==> src/design/asc_cfg.svh <==
// offsets, field positions, command codes and timing counts for the axis stop control block
`ifndef ASC_CFG_SVH
`define ASC_CFG_SVH

// register byte offsets inside one axis window; the axis is chosen by address bit 5
`define ASC_OFF_COMMAND    5'h00
`define ASC_OFF_ENV1       5'h04
`define ASC_OFF_MODE       5'h08
`define ASC_OFF_PRELOAD    5'h0C
`define ASC_OFF_TARGET     5'h10
`define ASC_OFF_STATUS     5'h14
`define ASC_OFF_ERROR      5'h18
`define ASC_AXIS_BIT       5

// environment_config_1 fields
`define ASC_ENV_STOP_METHOD    19
`define ASC_ENV_OVR_POLARITY   24
`define ASC_ENV_OVR_START      30

// operation_mode / operation_mode_preload fields
`define ASC_MODE_COUNT_HOLD    14
`define ASC_MODE_SYNC_LO       18
`define ASC_MODE_SYNC_HI       19
`define ASC_MODE_STOP_ENABLE   24
`define ASC_MODE_AUTO_OUTPUT   25
`define ASC_SYNC_WAIT_START    2'h1

// extension_status fields
`define ASC_STS_STOP_LINE      6
`define ASC_STS_EMERGENCY      7
`define ASC_STS_OVERRIDE       8
`define ASC_CND_IDLE           4'h0
`define ASC_CND_RUN            4'h1
`define ASC_CND_WAIT           4'h2
`define ASC_CND_DECEL          4'h3

// error_cause fields
`define ASC_ERR_AXIS_ERROR     0
`define ASC_ERR_STOP_LINE      8
`define ASC_ERR_EMERGENCY      9

// command codes written to the command register
`define ASC_CMD_EMERGENCY      8'h05
`define ASC_CMD_GROUP_STOP     8'h07
`define ASC_CMD_IMMEDIATE_STOP 8'h49
`define ASC_CMD_START_CONST    8'h50
`define ASC_CMD_START_HIGH     8'h52

// one-shot width on the shared stop line, in reference clock cycles
`define ASC_ONE_SHOT_CYCLES    4'h8
`define ASC_TARGET_BITS        28

`endif

==> src/design/asc_pkg.sv <==
// types shared by the axis stop control block
package asc_pkg;
  // per-axis operation state
  typedef enum logic [1:0] {
    ASC_IDLE,
    ASC_WAIT,
    ASC_RUN,
    ASC_DECEL
  } asc_state_type;
endpackage

==> src/design/asc_sync2.sv <==
// two-flop synchroniser for a group of asynchronous pin levels
`timescale 1ns/10ps
`default_nettype none
module asc_sync2 #(
  parameter int WIDTH = 1
) (
  input  wire logic             sys_clk,
  input  wire logic             reset,
  input  wire logic [WIDTH-1:0] async_in,
  output var  logic [WIDTH-1:0] sync_out
);
  logic [WIDTH-1:0] meta_reg;   // first stage, read only by the second

  // pins idle high, so both stages reset to ones
  always_ff @(posedge sys_clk) begin
    if (reset) begin
      meta_reg <= '1;
      sync_out <= '1;
    end else begin
      meta_reg <= async_in;
      sync_out <= meta_reg;
    end
  end
endmodule // asc_sync2
`default_nettype wire

==> src/design/asc_one_shot.sv <==
// fixed-width low pulse driver for the open-drain shared stop line
`timescale 1ns/10ps
`default_nettype none
`include "asc_cfg.svh"
module asc_one_shot (
  input  wire logic sys_clk,
  input  wire logic reset,
  input  wire logic fire,
  output var  logic drive_low
);
  logic [3:0] count_reg;   // cycles left in the pulse

  // a new trigger during a pulse restarts the full width
  always_ff @(posedge sys_clk) begin
    if (reset) begin
      count_reg <= 4'h0;
      drive_low <= 1'b0;
    end else if (fire) begin
      count_reg <= `ASC_ONE_SHOT_CYCLES - 4'h1;
      drive_low <= 1'b1;
    end else if (count_reg != 4'h0) begin
      count_reg <= count_reg - 4'h1;
    end else begin
      drive_low <= 1'b0;
    end
  end
endmodule // asc_one_shot
`default_nettype wire

==> src/design/asc_stop_ctrl.sv <==
// two-axis start gating, shared stop line and emergency stop control
//
// Contract
// - override input may trigger local axis start
// - start mode 01 waits for shared start
// - override polarity bit 24 selects low/high
// - status bit 8 shows override input
// - stop enable halts axis on stop line
// - decel stop only for high-speed starts
// - stop method bit 19: immediate or decel
// - command 07h drives 8-cycle low pulse
// - error stop with auto bit pulses line
// - stop line is fixed active low
// - each axis stoppable alone by command
// - status bit 6 shows stop line
// - stop line halt sets error bit 8
// - emergency input or command stops all
// - no axis runs while emergency low
// - emergency halt sets error bit 9
// - status bit 7 shows emergency input
// - emergency command equals emergency input
// - counter loads target, may wait override
// - override start only in start mode 01
//
// Decided for this implementation: the plain strobed port and the register offsets.
`timescale 1ns/10ps
`default_nettype none
`include "asc_cfg.svh"
module asc_stop_ctrl
  import asc_pkg::*;
(
  input  wire logic        sys_clk,
  input  wire logic        reset,
  input  wire logic [5:0]  reg_addr,
  input  wire logic [31:0] reg_wdata,
  input  wire logic        reg_wr,
  input  wire logic        reg_rd,
  output var  logic [31:0] reg_rdata,
  input  wire logic [1:0]  override_input,
  input  wire logic        shared_start_line_in,
  input  wire logic        shared_stop_line_in,
  output var  logic        shared_stop_line_out,
  output var  logic        shared_stop_line_oe,
  input  wire logic        emergency_input,
  input  wire logic [1:0]  feed_pulse,
  input  wire logic [1:0]  axis_error,
  input  wire logic [1:0]  decel_done,
  output var  logic [1:0]  axis_feed_en,
  output var  logic [1:0]  axis_decel_req
);

  // condition code shown in the status register
  function automatic logic [3:0] cond_code(input asc_state_type st);
    unique case (st)
      ASC_IDLE:  cond_code = `ASC_CND_IDLE;
      ASC_WAIT:  cond_code = `ASC_CND_WAIT;
      ASC_RUN:   cond_code = `ASC_CND_RUN;
      ASC_DECEL: cond_code = `ASC_CND_DECEL;
    endcase
  endfunction

  // software registers, one set per axis
  logic [31:0]                 env1_reg      [2];   // environment_config_1
  logic [31:0]                 mode_reg      [2];   // operation_mode in force
  logic [31:0]                 preload_reg   [2];   // operation_mode_preload
  logic [`ASC_TARGET_BITS-1:0] target_reg    [2];   // target_position_reg
  logic [31:0]                 err_reg       [2];   // error_cause, sticky
  // axis state
  asc_state_type               state_reg     [2];
  logic [`ASC_TARGET_BITS-1:0] poscnt_reg    [2];   // positioning counter
  logic                        hispeed_reg   [2];   // started at high speed
  logic                        hold_reg      [2];   // counting held for override

  // synchronised pins
  logic [4:0] pins_sync;                 // {emg, stop, start, ovr[1:0]}
  logic       emg_on;                    // emergency input asserted
  logic       stp_on;                    // shared stop line asserted
  logic       sta_on;                    // shared start line asserted
  logic [1:0] ovr_on;                    // override input asserted per axis
  logic       stop_drive;                // one-shot is pulling the line

  // bus decode
  logic       bus_axis;                  // axis window addressed
  logic [4:0] bus_off;                   // offset inside the window
  logic       cmd_wr;                    // command register written
  logic [7:0] cmd_code;                  // code being written
  logic       emg_cmd;                   // emergency command, all axes
  logic       group_stop_cmd;            // simultaneous stop command
  logic       err_rd_clear [2];          // error_cause read clears it

  // per-axis events
  logic       emg_evt;
  logic       active       [2];          // running or decelerating
  logic       busy         [2];          // active or waiting
  logic       stopcmd      [2];          // own-axis immediate stop
  logic       start_cmd    [2];
  logic       error_stop   [2];
  logic       line_stop    [2];
  logic [31:0] err_set     [2];
  logic       auto_fire;                 // error stop asks for a pulse

  // pins cross into sys_clk before anything looks at them
  asc_sync2 #(
    .WIDTH (5)
  ) u_sync (
    .sys_clk  (sys_clk),
    .reset    (reset),
    .async_in ({emergency_input, shared_stop_line_in, shared_start_line_in, override_input}),
    .sync_out (pins_sync)
  );

  // stop line and emergency input have fixed negative polarity
  always_comb begin
    emg_on = ~pins_sync[4];
    stp_on = ~pins_sync[3];
    sta_on = ~pins_sync[2];
    for (int i = 0; i < 2; i++) begin
      // polarity bit clear means low is on
      ovr_on[i] = ~(pins_sync[i] ^ env1_reg[i][`ASC_ENV_OVR_POLARITY]);
    end
  end

  // address and command decode
  always_comb begin
    bus_axis       = reg_addr[`ASC_AXIS_BIT];
    bus_off        = reg_addr[4:0];
    cmd_wr         = reg_wr && (bus_off == `ASC_OFF_COMMAND);
    cmd_code       = reg_wdata[7:0];
    emg_cmd        = cmd_wr && (cmd_code == `ASC_CMD_EMERGENCY);
    group_stop_cmd = cmd_wr && (cmd_code == `ASC_CMD_GROUP_STOP);
    emg_evt        = emg_on || emg_cmd;
  end

  // stop events per axis, emergency first
  always_comb begin
    auto_fire = 1'b0;
    for (int i = 0; i < 2; i++) begin
      active[i]     = (state_reg[i] == ASC_RUN) || (state_reg[i] == ASC_DECEL);
      busy[i]       = active[i] || (state_reg[i] == ASC_WAIT);
      stopcmd[i]    = cmd_wr && (bus_axis == i[0]) && (cmd_code == `ASC_CMD_IMMEDIATE_STOP);
      start_cmd[i]  = cmd_wr && (bus_axis == i[0])
                      && ((cmd_code == `ASC_CMD_START_CONST) || (cmd_code == `ASC_CMD_START_HIGH));
      error_stop[i] = axis_error[i] && busy[i] && !emg_evt && !stopcmd[i];
      // only an enabled, moving axis listens to the stop line
      line_stop[i]  = stp_on && mode_reg[i][`ASC_MODE_STOP_ENABLE] && active[i]
                      && !emg_evt && !stopcmd[i] && !error_stop[i];
      err_set[i]    = 32'h0000_0000;
      err_set[i][`ASC_ERR_EMERGENCY]  = emg_evt && busy[i];
      err_set[i][`ASC_ERR_STOP_LINE]  = line_stop[i] && (state_reg[i] == ASC_RUN);
      err_set[i][`ASC_ERR_AXIS_ERROR] = error_stop[i];
      if (error_stop[i] && mode_reg[i][`ASC_MODE_AUTO_OUTPUT]) begin
        auto_fire = 1'b1;
      end
    end
  end

  // one pulse generator serves the command and both axes' error stops
  asc_one_shot u_one_shot (
    .sys_clk   (sys_clk),
    .reset     (reset),
    .fire      (group_stop_cmd || auto_fire),
    .drive_low (stop_drive)
  );

  // open-drain drive: pull low during the pulse, release otherwise
  always_ff @(posedge sys_clk) begin
    if (reset) begin
      shared_stop_line_out <= 1'b0;
      shared_stop_line_oe  <= 1'b0;
    end else begin
      shared_stop_line_out <= 1'b0;
      shared_stop_line_oe  <= stop_drive;
    end
  end

  // configuration registers written by software
  always_ff @(posedge sys_clk) begin
    if (reset) begin
      for (int i = 0; i < 2; i++) begin
        env1_reg[i]    <= 32'h0000_0000;
        preload_reg[i] <= 32'h0000_0000;
        target_reg[i]  <= 28'h000_0000;
      end
    end else if (reg_wr) begin
      for (int i = 0; i < 2; i++) begin
        if (bus_axis == i[0]) begin
          if (bus_off == `ASC_OFF_ENV1) begin
            env1_reg[i] <= reg_wdata;
          end
          if (bus_off == `ASC_OFF_PRELOAD) begin
            preload_reg[i] <= reg_wdata;
          end
          if (bus_off == `ASC_OFF_TARGET) begin
            target_reg[i] <= reg_wdata[`ASC_TARGET_BITS-1:0];
          end
        end
      end
    end
  end

  // mode in force: written directly, or taken from the preload at each start
  always_ff @(posedge sys_clk) begin
    if (reset) begin
      for (int i = 0; i < 2; i++) begin
        mode_reg[i] <= 32'h0000_0000;
      end
    end else begin
      for (int i = 0; i < 2; i++) begin
        if (reg_wr && (bus_axis == i[0]) && (bus_off == `ASC_OFF_MODE)) begin
          mode_reg[i] <= reg_wdata;
        end else if (start_cmd[i] && (state_reg[i] == ASC_IDLE) && !emg_evt) begin
          mode_reg[i] <= preload_reg[i];
        end
      end
    end
  end

  // axis sequencing: start, wait, feed, stop
  always_ff @(posedge sys_clk) begin
    if (reset) begin
      for (int i = 0; i < 2; i++) begin
        state_reg[i]   <= ASC_IDLE;
        poscnt_reg[i]  <= 28'h000_0000;
        hispeed_reg[i] <= 1'b0;
        hold_reg[i]    <= 1'b0;
      end
    end else begin
      for (int i = 0; i < 2; i++) begin
        if (emg_evt) begin
          // every axis, waiting or moving, halts at once
          state_reg[i] <= ASC_IDLE;
        end else if (stopcmd[i] || error_stop[i]) begin
          state_reg[i] <= ASC_IDLE;
        end else if (line_stop[i]) begin
          // a decelerating axis keeps going down until the ramp ends
          if (hispeed_reg[i] && env1_reg[i][`ASC_ENV_STOP_METHOD]) begin
            state_reg[i] <= ASC_DECEL;
          end else begin
            state_reg[i] <= ASC_IDLE;
          end
        end else begin
          unique case (state_reg[i])
            ASC_IDLE: begin
              // starts are refused while the emergency input is on
              if (start_cmd[i] && !emg_on) begin
                poscnt_reg[i]  <= target_reg[i];
                hispeed_reg[i] <= (cmd_code == `ASC_CMD_START_HIGH);
                hold_reg[i]    <= preload_reg[i][`ASC_MODE_COUNT_HOLD];
                if (preload_reg[i][`ASC_MODE_SYNC_HI:`ASC_MODE_SYNC_LO] == `ASC_SYNC_WAIT_START) begin
                  state_reg[i] <= ASC_WAIT;
                end else begin
                  state_reg[i] <= ASC_RUN;
                end
              end
            end
            ASC_WAIT: begin
              // the override input starts this axis only, never the shared line
              if (sta_on || (env1_reg[i][`ASC_ENV_OVR_START] && ovr_on[i])) begin
                state_reg[i] <= ASC_RUN;
              end
            end
            ASC_RUN, ASC_DECEL: begin
              if (ovr_on[i]) begin
                hold_reg[i] <= 1'b0;
              end
              if (poscnt_reg[i] == 28'h000_0000) begin
                state_reg[i] <= ASC_IDLE;
              end else if ((state_reg[i] == ASC_DECEL) && decel_done[i]) begin
                state_reg[i] <= ASC_IDLE;
              end else if (feed_pulse[i] && !hold_reg[i]) begin
                // reaching zero ends the move on the next edge
                poscnt_reg[i] <= poscnt_reg[i] - 28'h000_0001;
              end
            end
          endcase
        end
      end
    end
  end

  // error causes: sticky, cleared by reading; a new event beats the clear
  always_comb begin
    for (int i = 0; i < 2; i++) begin
      err_rd_clear[i] = reg_rd && (bus_axis == i[0]) && (bus_off == `ASC_OFF_ERROR);
    end
  end

  always_ff @(posedge sys_clk) begin
    if (reset) begin
      for (int i = 0; i < 2; i++) begin
        err_reg[i] <= 32'h0000_0000;
      end
    end else begin
      for (int i = 0; i < 2; i++) begin
        err_reg[i] <= (err_rd_clear[i] ? 32'h0000_0000 : err_reg[i]) | err_set[i];
      end
    end
  end

  // drive outputs from flops, one cycle behind the axis state
  always_ff @(posedge sys_clk) begin
    if (reset) begin
      axis_feed_en   <= 2'b00;
      axis_decel_req <= 2'b00;
    end else begin
      for (int i = 0; i < 2; i++) begin
        axis_feed_en[i]   <= active[i];
        axis_decel_req[i] <= (state_reg[i] == ASC_DECEL);
      end
    end
  end

  // read data appear in the cycle after the strobe; write-only and unmapped read zero
  always_ff @(posedge sys_clk) begin
    if (reset) begin
      reg_rdata <= 32'h0000_0000;
    end else begin
      reg_rdata <= 32'h0000_0000;
      if (reg_rd) begin
        unique case (bus_off)
          `ASC_OFF_STATUS: begin
            reg_rdata[3:0]                  <= cond_code(state_reg[bus_axis]);
            reg_rdata[`ASC_STS_STOP_LINE]   <= stp_on;
            reg_rdata[`ASC_STS_EMERGENCY]   <= emg_on;
            reg_rdata[`ASC_STS_OVERRIDE]    <= ovr_on[bus_axis];
          end
          `ASC_OFF_ERROR: begin
            reg_rdata <= err_reg[bus_axis];
          end
          `ASC_OFF_TARGET: begin
            // remaining count, not the target written
            reg_rdata[`ASC_TARGET_BITS-1:0] <= poscnt_reg[bus_axis];
          end
          default: begin
            reg_rdata <= 32'h0000_0000;
          end
        endcase
      end
    end
  end

endmodule // asc_stop_ctrl
`default_nettype wire

==> config.mk <==
export PLATFORM = sky130hd
export DESIGN_NAME = asc_stop_ctrl
export DESIGN_NICKNAME = d
export VERILOG_FILES = /design/src/design/asc_pkg.sv /design/src/design/asc_sync2.sv /design/src/design/asc_one_shot.sv /design/src/design/asc_stop_ctrl.sv
export VERILOG_INCLUDE_DIRS = /design/src /design/src/design
export SDC_FILE = /design/constraint.sdc
export NUM_CORES = 1
export LEC_CHECK = 0
export ABC_AREA = 1
export BUFFER_PORTS_ARGS = -buffer_cell sky130_fd_sc_hd__buf_4
export CAP_MARGIN = 10
export CORE_MARGIN = 1.5
export CORE_UTILIZATION = 55
export CTS_CLUSTER_DIAMETER = 120
export DETAILED_ROUTE_END_ITERATION = 8
export PLACE_DENSITY_LB_ADDON = 0.25
export SYNTH_ARGS = -nofsm -noshare
export SYNTH_HDL_FRONTEND = slang
export SYNTH_HIERARCHICAL = 1
export SYNTH_SLANG_ARGS = --single-unit
==> constraint.sdc <==
create_clock -name sys_clk -period 4.2 [get_ports sys_clk]
set_input_delay 0.63 -clock sys_clk [delete_from_list [all_inputs] [get_ports sys_clk]]
set_output_delay 0.63 -clock sys_clk [all_outputs]
set_load 0.005 [all_outputs]
Word level (Yosys, flattened, before mapping):

Memory sizes are Yosys's and may differ from the RTL's.
Index checks and enable logic that the tools add are counted.

* output and inout port bits: 38
* register bits: 52
* RAM bits: 376
* memories: 9
* logic and storage cells: 438

Memory list
* env1_reg: depth 2, bits a word 32, read ports 2, clocked after Yosys merged registers in 0, write ports 2, RTL line asc_stop_ctrl.sv:63 `logic [31:0] env1_reg [2];`
* err_reg: depth 2, bits a word 32, read ports 3, clocked after Yosys merged registers in 0, write ports 2, RTL line asc_stop_ctrl.sv:67 `logic [31:0] err_reg [2];`
* mode_reg: depth 2, bits a word 32, read ports 2, clocked after Yosys merged registers in 0, write ports 2, RTL line asc_stop_ctrl.sv:64 `logic [31:0] mode_reg [2];`
* preload_reg: depth 2, bits a word 32, read ports 2, clocked after Yosys merged registers in 0, write ports 2, RTL line asc_stop_ctrl.sv:65 `logic [31:0] preload_reg [2];`
* poscnt_reg: depth 2, bits a word 28, read ports 3, clocked after Yosys merged registers in 0, write ports 2, RTL line asc_stop_ctrl.sv:70 `` logic [`ASC_TARGET_BITS-1:0] poscnt_reg [2]; ``
* target_reg: depth 2, bits a word 28, read ports 2, clocked after Yosys merged registers in 0, write ports 2, RTL line asc_stop_ctrl.sv:66 `` logic [`ASC_TARGET_BITS-1:0] target_reg [2]; ``
* 3 more memories

* mux-type cells: 256
* reductions and logical operators: 84
* bitwise gates (word level): 52
* order comparisons: 1
* add/sub/neg operators: 3
* equality and inequality tests: 23

Operator list (number)
* $mux 32: 12
* $mux 1: 213
* $mux 28: 6
* $or 32x10->32: 2
* $logic_not 28->1: 2
* $sub 28x1->28 const B: 2
* $logic_and 1x1->1: 53
* $or 1x1->1: 40
* $pmux 19 s2: 1
* $mux 2: 18
* $eq 8x7->1 const B: 3
* $eq 8x3->1 const B: 2
* $pmux 4 s4: 1
* $eq 5x5->1 const B: 3
* $eq 2x2->1 const B: 6
* $pmux 4 s3: 1
* $logic_or 1x1->1: 11
* $eq 2x1->1 const B: 5
* $eq 5x4->1 const B: 2
* $pmux 3 s3: 1
* $not 1->1: 8
* $reduce_or 2->1: 4
* $logic_not 1->1: 7
* $logic_not 2->1: 3
* 11 further kinds: 13

Depth between registers and ports, before layout:

Gate-level depths: netlist of run 1.

* word-level depth: 21
* mapped depth: 14
* depth with buffers taken out: 13

Hierarchy:

Netlist of run 1, hierarchy kept.

Modules (own cells, without submodules)
* asc_stop_ctrl: times used 1, cells each 1089, area an instance 9237.6 um^2
* asc_sync2: times used 1, cells each 31, area an instance 279.0 um^2
* asc_one_shot: times used 1, cells each 37, area an instance 265.3 um^2

Worst setup path after synthesis of run 1:

OpenSTA, ideal clock, no wires.

* path type: in2reg
* start: input reg_addr[1]
* end: memory target_reg[0][28] in the netlist's numbering (enable)
* buffers on the path: 0
* data arrival time: 3269 ps
* cell stages on the path: 5
* library setup time: 452 ps
* slack: 479 ps
* cells stage by stage: nor2_2 > nand2_1 > nor2_1 > inv_1 > o21ai_0

RTL lines
* start: declaration: RTL line asc_stop_ctrl.sv:34 `input wire logic [5:0] reg_addr,`
* end: declaration: RTL line asc_stop_ctrl.sv:66

==> results of run 1 <==
==> cells in the final DEF, fill, tap and decap left out, drive strengths merged, types with 29 or more instances in the layout <==
cell      n
xor2     35
a21oi    50
dfxtp    55
nor2    195
inv     154
nand2   290
nand3    81
a21boi   29
edfxtp  139
buf      93
==> layout make-up <==
class | instances | area, µm² | share of cell area
Tap cell | 225 | 282 | 0.0252
Timing Repair Buffer | 93 | 698 | 0.0626
Clock inverter | 10 | 65.1 | 0.00583
Sequential cell | 194 | 5280 | 0.473
Inverter | 148 | 556 | 0.0498
Multi-Input combinational cell | 782 | 3760 | 0.337
Clock buffer | 22 | 518 | 0.0464
==> metrics by stage <==
stage	cells	instance area [µm²]	setup slack, ns	hold slack, ns
5_1_grt	1474	11200	0.703	0.373
2_1_floorplan	1161	9800	0.479	0.380
3_5_place_dp	1442	10600	0.866	0.395
4_1_cts	1474	11200	0.987	0.360
6_report	1474	11200	0.938	0.371
3_3_place_gp	1442	10600	0.923	0.389
==> worst max path at each step <==
stage / start / to / slack, ns / cells past startpoint
2_1_floorplan: reg_addr[1] / target_reg[0][28] / 0.48 / 5
3_3_place_gp: reg_addr[5] / poscnt_reg[1][21] / 0.92 / 9
3_5_place_dp: reg_addr[5] / poscnt_reg[1][21] / 0.87 / 9
4_1_cts: poscnt_reg[0][0] / poscnt_reg[1][12] / 0.99 / 13
5_1_grt: poscnt_reg[0][0] / poscnt_reg[1][25] / 0.70 / 13
6_report: poscnt_reg[0][0] / poscnt_reg[1][12] / 0.94 / 13
==> layer usage <==
metal,part of all wire,wire [µm],vias up
li1,-,-,3908
met1,0.47,11500,3701
met4,0.020,488,0
met5,0,0,-
met3,0.093,2280,28
met2,0.41,10100,365
==> power by group <==
part	leakage [nW]	switching (mW)	internal (mW)
logic	2.84	0.315	0.165
registers	1.83	0.0685	2.15
clock network	0.299	0.716	0.882
total	4.96	1.10	3.20
==> worst max-delay path, stage by stage, from the launching register on <==
cell and delay [ns]:
edfxtp_1 0.42, inv_1 0.13, ha_1 0.19, nand2_1 0.15, nor2_4 0.20, nand3_2 0.12, nor2_2 0.15, nand3_1 0.16
nand2_1 0.17, inv_2 0.17, nand2_2 0.51, nand2_4 0.33, nand2_1 0.21, nand2_1 0.07
==> logic make-up after synthesis <==
logic type	after synthesis
buf+inv	185
other cells	1
xor+xnor	45
simple gates	615
compound gates	112
fa+ha+maj	5
flops	194
==> impl_metrics.tcl, run 1 <==
set metrics [dict create \
    grt_usage 0.278 \
    clockBufferDepth 2 \
    cp-start-kind "flop" \
    yosysMostFrequentCell "nand2_1" \
    postRouteAntennaNets 0 \
    nets 1294 \
    grt_max_degree 47 \
    synth-compound-area-share 0.0688 \
    hp-start "override_input[0]" \
    die_x_um 136 \
    synth.mux.area_fraction 0 \
    use_met1 0.431 \
    fin_skew_ns 0.00794 \
    grt_pass1_vias 7154 \
    avgSynthCellArea_um2 8.45 \
    synth_area_um2 9780 \
    power_leakage_nw 4.96 \
    ys_top_cells_by_count "nand2_1 (282), nor2_1 (185), edfxtp_1 (139), inv_1 (136), nand3_1 (78)" \
    yosysTopAreaCellShare 0.427 \
    finalSetupViolations 0 \
    grt-ovfl-total 0 \
    drt_iter0_drc 977 \
    reg2reg_to "poscnt_reg[1][12]" \
    relSlewSlack 0.351 \
    coreArea_um2 17400 \
    drc 0 \
    place_congestion 0.962 \
    grt_pass1_wl_um 38700 \
    worst_slew_pin_slew_ns 0.965 \
    drive_gt1_frac 0.131 \
    cts-buffers-inserted 17 \
    wirelength_um 24400 \
    drt_first_pass_iters 6 \
    fp-row-count 48 \
    nFillCells 1514 \
    busiest_layer "met1" \
    insertion_delay_ns 0.43 \
    synth-simple-area-share 0.267 \
    io_buffers 82 \
    hold_viol 0 \
    async_reset_ff_frac 0 \
    synth-adder-area-share 0.00640 \
    hp-class "in -> reg" \
    fp.dieH_um 136 \
    synthTopCellsByArea "edfxtp_1 (43%), dfxtp_1 (11%), nand2_1 (11%), nor2_1 (7.1%), inv_1 (5.2%)" \
    synth_edf_count 139 \
    yosysUniqueCellTypes 47 \
    hpwl_um 18200 \
    grtUsageMet2 0.386 \
    synthCells 1157 \
    hold_depth 3 \
    synth_xor_area_frac 0.0403 \
    yosysTopAreaCell "edfxtp_1" \
    clkTransAtPathRegs_ns 0.07 \
    synth-seq-area-share 0.539 \
    crit_fanout 32 \
    vias_per_cell 5.43 \
    ioPinCount 91 \
    start_util 0.564 \
    syn_to_final_growth_pct 14.1 \
    power_mw 4.30 \
    min_to "u_sync/meta_reg[0]" \
    antenna_found_initial 0 \
    fin_util 0.643 \
    drv_cap 0 \
    synthFlopType "edfxtp_1" \
    reg2reg_depth 13 \
    die_area_um2 18600 \
    cp.arrival_ns 3.44 \
    r2r_start "poscnt_reg[0][0]" \
    drv_slew 0 \
    yosysWarnings 6 \
    grt_use_met3 0.0585 \
    routedWlPerCell_um 16.6 \
    synth_top_family_by_area "simple AND/OR/NAND/NOR gates" \
    ir_drop_mv 0.340 \
    clock.fmax_mhz 307 \
    end_kind "flop" \
    period_needed_ns 3.26 \
    cts_max_level 4 \
    power_density_nw_per_um2 386 \
    cts_resized 0 \
    hold_buffers 0 \
    status "complete, no violations" \
    ys_seq_elements 194 \
    vias 8002 \
    cts_root_buf "clkbuf_16" \
    required_ns 4.38 \
    fin_setup_tns_ns 0 \
    rsz0062_at_grt "no" \
    cts_tree "yes" \
    min_period_over_period 0.777 \
    reg2reg_slack_ns 0.94 \
    num_antenna_cells 0 \
    cts_sinks 194 \
    cts_setup_buffers 0 \
    critPathKind "reg -> reg" \
]
No activity file was read; power rests on OpenSTA's default activity.
==> run 2, diff against run 1 <==
Clock period 4.2 ns to 3.3 ns, I/O delays scaled along.
==> run 2 against run 1 <==
  * Flip-flop and latch count unchanged
  * Critical path depth unchanged
  * Sequential power up 27%
  * Combinational power up 28%
  * Clock skew about the same
  * Via count up 0.15%
  * Worst hold slack worse by 0.14 ns
  * Maximum frequency up 15%
==> impl_metrics.tcl, run 2 (synthesis gave the netlist of run 1 again) <==
set metrics [dict create \
    fin_setup_tns_ns 0 \
    layoutNonFillerInstCount 1478 \
    slowest_stage "edfxtp_1" \
    final_cell_mix "nand2_1 (282), nor2_1 (185), edfxtp_1 (139), inv_1 (136), buf_4 (97)" \
    vias_per_cell 5.42 \
    die_x_um 136 \
    ir_drop_mv 0.383 \
    nets 1298 \
    crit_path_cell_trace "inv_1 -> ha_1 -> nand2_1 -> nor2_4 -> nand3_2 -> nor2_2 -> nand3_1 -> nand2_1 -> inv_2 -> nand2_2 -> nand2_4 -> nand2_1 -> nand2_1" \
    clockBufferDepth 2 \
    critPathKind "reg -> reg" \
    cts_max_level 4 \
    cts_tree "yes" \
    antenna_found_initial 0 \
    crit_fanout 28 \
    cts_resized 0 \
    hp-class "in -> reg" \
    wirelength_um 24500 \
    cts_sinks 194 \
    hold_viol 0 \
    vias 8014 \
    end_kind "flop" \
    coreArea_um2 17400 \
    drt_iter0_drc 1072 \
    fp-row-count 48 \
    drive_gt1_frac 0.135 \
    rsz0062_at_grt "no" \
    syn_to_final_growth_pct 15.0 \
    insertion_delay_ns 0.43 \
    cp_common_cell "nand2_1" \
    grt_pass1_vias 7359 \
    cts-buffers-inserted 17 \
    power_leakage_nw 5.02 \
    fin_util 0.648 \
    grt-ovfl-total 0 \
    cp.arrival_ns 3.03 \
    grt_pass1_wl_um 39000 \
    io_buffers 82 \
    status "complete, no violations" \
    routedWlPerCell_um 16.6 \
    drv_slew 0 \
    crit_buf_inv 2 \
    setup_slack_ns 0.456 \
    cp-start-kind "flop" \
    place_congestion 0.955 \
    ioPinCount 91 \
    drc 0 \
    cp_slowest_stage_delay_ns 0.41 \
    drt_first_pass_iters 5 \
    relSlewSlack 0.459 \
    num_antenna_cells 0 \
    grt_usage 0.277 \
    fp.dieH_um 136 \
    required_ns 3.49 \
    die_area_um2 18600 \
    cts_root_buf "clkbuf_16" \
    layout_commonest_cell "nand2_1" \
    critPathTopFamily "simple AND/OR/NAND/NOR gates" \
    cts_setup_buffers 0 \
    min_period_over_period 0.862 \
    worst_slew_pin_slew_ns 0.802 \
    grt_max_degree 46 \
    period_needed_ns 2.84 \
    clkTransAtPathRegs_ns 0.07 \
    start_util 0.564 \
    finalSetupViolations 0 \
    hpwl_um 17900 \
    placed_cells 1446 \
    drv_cap 0 \
    power_mw 5.63 \
    hold_buffers 0 \
    clock.fmax_mhz 352 \
    fin_skew_ns 0.00820 \
    post-place-ws_ns 0.507 \
    postRouteAntennaNets 0 \
    power_density_nw_per_um2 501 \
]
## run 2: cell count changes in the layout (fill, tap and decap cells not counted), sizes merged
cell	change
clkinv	-2
clkbuf	+1
buf	+4
bufinv	+2
inv	-1
## run 2: final timing paths
kind                            from                 end  slack (ns)  depth (start not counted)
hold / removal     override_input[1]  u_sync/meta_reg[1]        0.23                          3
setup / recovery    poscnt_reg[0][0]   poscnt_reg[1][18]        0.46                         13
hold reg to reg   u_sync/meta_reg[3]  u_sync/sync_out[3]        0.40                          2
setup reg to reg    poscnt_reg[0][0]   poscnt_reg[1][18]        0.46                         13
## run 2: area by class of cell
class | count | area, µm²
Sequential cell | 194 | 5280
Inverter | 148 | 556
Clock buffer | 23 | 553
Fill cell | 1447 | 6110
Clock inverter | 9 | 87.6
Multi-Input combinational cell | 782 | 3760
Timing Repair Buffer | 97 | 728
Tap cell | 225 | 282
## run 2: power by group
group          total [mW]  switching (mW)  internal (mW)
logic               0.618           0.407          0.211
registers            2.83          0.0894           2.74
clock network        2.18           0.911           1.27
total                5.63            1.41           4.22
## run 2: worst register-to-register path, stage by stage (launching register included)
cell	delay (ns)
edfxtp_1	0.41
inv_1	0.13
ha_1	0.19
nand2_1	0.14
nor2_4	0.20
nand3_2	0.12
nor2_2	0.13
nand3_1	0.14
nand2_1	0.16
inv_2	0.16
nand2_2	0.32
nand2_4	0.29
nand2_1	0.17
nand2_1	0.06
## run 2: metal layers
metal | part of all wire | vias to the layer above | GRT usage
li1 | - | 3897 | -
met4 | 0.021 | 0 | 0.0833
met5 | 0 | - | 0
met2 | 0.42 | 464 | 0.396
met1 | 0.45 | 3616 | 0.423
met3 | 0.11 | 37 | 0.0559
## run 2: metrics by stage
stage	hold slack [ns]	cell area, µm²
2_1_floorplan	0.380	9800
3_3_place_gp	0.393	10600
3_5_place_dp	0.399	10600
4_1_cts	0.223	11200
5_1_grt	0.234	11200
6_report	0.232	11200
==> run 3, diff against run 2 <==
Settings changed: CORE_UTILIZATION 55 to 35, GPL_ROUTABILITY_DRIVEN set to 0.
==> run 3 against run 2 <==
  * Wire length grew 6.3%
  * Cell count rose by 10%
  * Combinational power barely moved
  * Die area increased by 56%
  * Clock skew up 0.0069 ns
  * Flip-flop and latch count unchanged
  * Register-to-register slack improved by 0.03 ns
  * Critical path type unchanged
  * Largest cell class unchanged
  * Highest routed layer unchanged
==> impl_metrics.tcl, run 3 (synthesis gave the netlist of run 1 again) <==
set metrics [dict create \
    coreArea_um2 27600 \
    reg2reg_slack_ns 0.49 \
    placed_cells 1600 \
    cts_max_level 4 \
    ioPinCount 91 \
    reg2reg_depth 13 \
    clockBufferDepth 2 \
    vias 7743 \
    postRouteAntennaNets 0 \
    power_leakage_nw 4.98 \
    cts_sinks 194 \
    final_cell_mix "nand2_1 (282), nor2_1 (185), edfxtp_1 (139), inv_1 (136), buf_4 (97)" \
    layout_commonest_cell "nand2_1" \
    hp-start "shared_start_line_in" \
    ir_drop_mv 0.336 \
    power_mw 5.52 \
    hold_depth 3 \
    routedWlPerCell_um 16.0 \
    cp-startpoint "poscnt_reg[0][0]" \
    io_buffers 82 \
    setup_slack_ns 0.489 \
    finalSetupViolations 0 \
    rsz0062_at_grt "no" \
    antenna_found_initial 0 \
    min_to "u_sync/meta_reg[2]" \
    post-place-ws_ns 0.498 \
    start_util 0.354 \
    syn_to_final_growth_pct 16.5 \
    drt_first_pass_iters 5 \
    cts_resized 0 \
    required_ns 3.50 \
    design_area_um2 11400 \
    top_layer "met4" \
    worst_slew_pin_slew_ns 1.02 \
    grt_pass1_vias 7311 \
    drv_cap 0 \
    critPathKind "reg -> reg" \
    cp-start-kind "flop" \
    dr_wl_met3_um 1560 \
    r2r_start "poscnt_reg[0][0]" \
    dr_wl_met2_um 10900 \
    end_kind "flop" \
    hpwl_um 19500 \
    drt-met1-wl_um 13000 \
    wirelength_um 26000 \
    num_antenna_cells 0 \
    drive_gt1_frac 0.136 \
    placed_area_um2 10800 \
    grt_usage 0.186 \
    grt_pass1_wl_um 40800 \
    fin_setup_tns_ns 0 \
    power_density_nw_per_um2 484 \
    grt-ovfl-total 0 \
    crit_fanout 28 \
    clock.fmax_mhz 356 \
    drc 0 \
    fin_skew_ns 0.0151 \
    hold_ws_ns 0.228 \
    die_area_um2 29000 \
    grt_max_degree 46 \
    hold_buffers 0 \
    nets 1299 \
    cts_setup_buffers 0 \
    hold_viol 0 \
    status "complete, no violations" \
    reg2reg_to "poscnt_reg[1][26]" \
    relSlewSlack 0.309 \
    fp.dieH_um 170 \
    drv_slew 0 \
    cts-buffers-inserted 17 \
    fp-row-count 61 \
    layoutNonFillerInstCount 1632 \
    die_x_um 170 \
    cts_root_buf "clkbuf_16" \
    drt_iter0_drc 660 \
    min_period_over_period 0.852 \
    cts_tree "yes" \
    period_needed_ns 2.81 \
    vias_per_cell 4.74 \
    clkTransAtPathRegs_ns 0.08 \
    cp.arrival_ns 3.01 \
    insertion_delay_ns 0.45 \
    fin_util 0.412 \
    hp-class "in -> reg" \
]
-- run 3: where the power goes --
| part | leakage, nW | total, mW | internal (mW) | switching [mW] |
|---|---|---|---|---|
| combinational | 2.87 | 0.621 | 0.213 | 0.408 |
| clock | 0.283 | 2.07 | 1.01 | 1.05 |
| sequential | 1.83 | 2.83 | 2.74 | 0.0883 |
-- run 3: worst max path at each step --
stage / to / cells after the start
2_1_floorplan: target_reg[0][28] / 5
5_1_grt: poscnt_reg[1][16] / 13
3_5_place_dp: poscnt_reg[1][20] / 13
6_report: poscnt_reg[1][26] / 13
3_3_place_gp: poscnt_reg[1][24] / 13
4_1_cts: poscnt_reg[1][26] / 13
-- run 3: layout make-up --
class / count / area [µm²]
Multi-Input combinational cell: 782 / 3760
Clock buffer: 17 / 425
Clock inverter: 15 / 155
Timing Repair Buffer: 98 / 748
Sequential cell: 194 / 5280
Inverter: 148 / 556
Fill cell: 2814 / 16200
Tap cell: 378 / 473
-- run 3: worst max-delay path, cell delays in order (launching register included) --
cell      delay [ns]
edfxtp_1        0.39
inv_1           0.12
ha_1            0.20
nand2_1         0.15
nor2_4          0.20
nand3_2         0.11
nor2_2          0.13
nand3_1         0.14
nand2_1         0.17
inv_2           0.17
nand2_2         0.28
nand2_4         0.28
nand2_1         0.17
nand2_1         0.06
-- run 3: per-layer routing --
| metal | track usage | vias to the layer above |
|---|---|---|
| met5 | 0 | - |
| met1 | 0.279 | 3554 |
| li1 | - | 3912 |
| met3 | 0.0316 | 38 |
| met4 | 0.0696 | 0 |
| met2 | 0.265 | 239 |
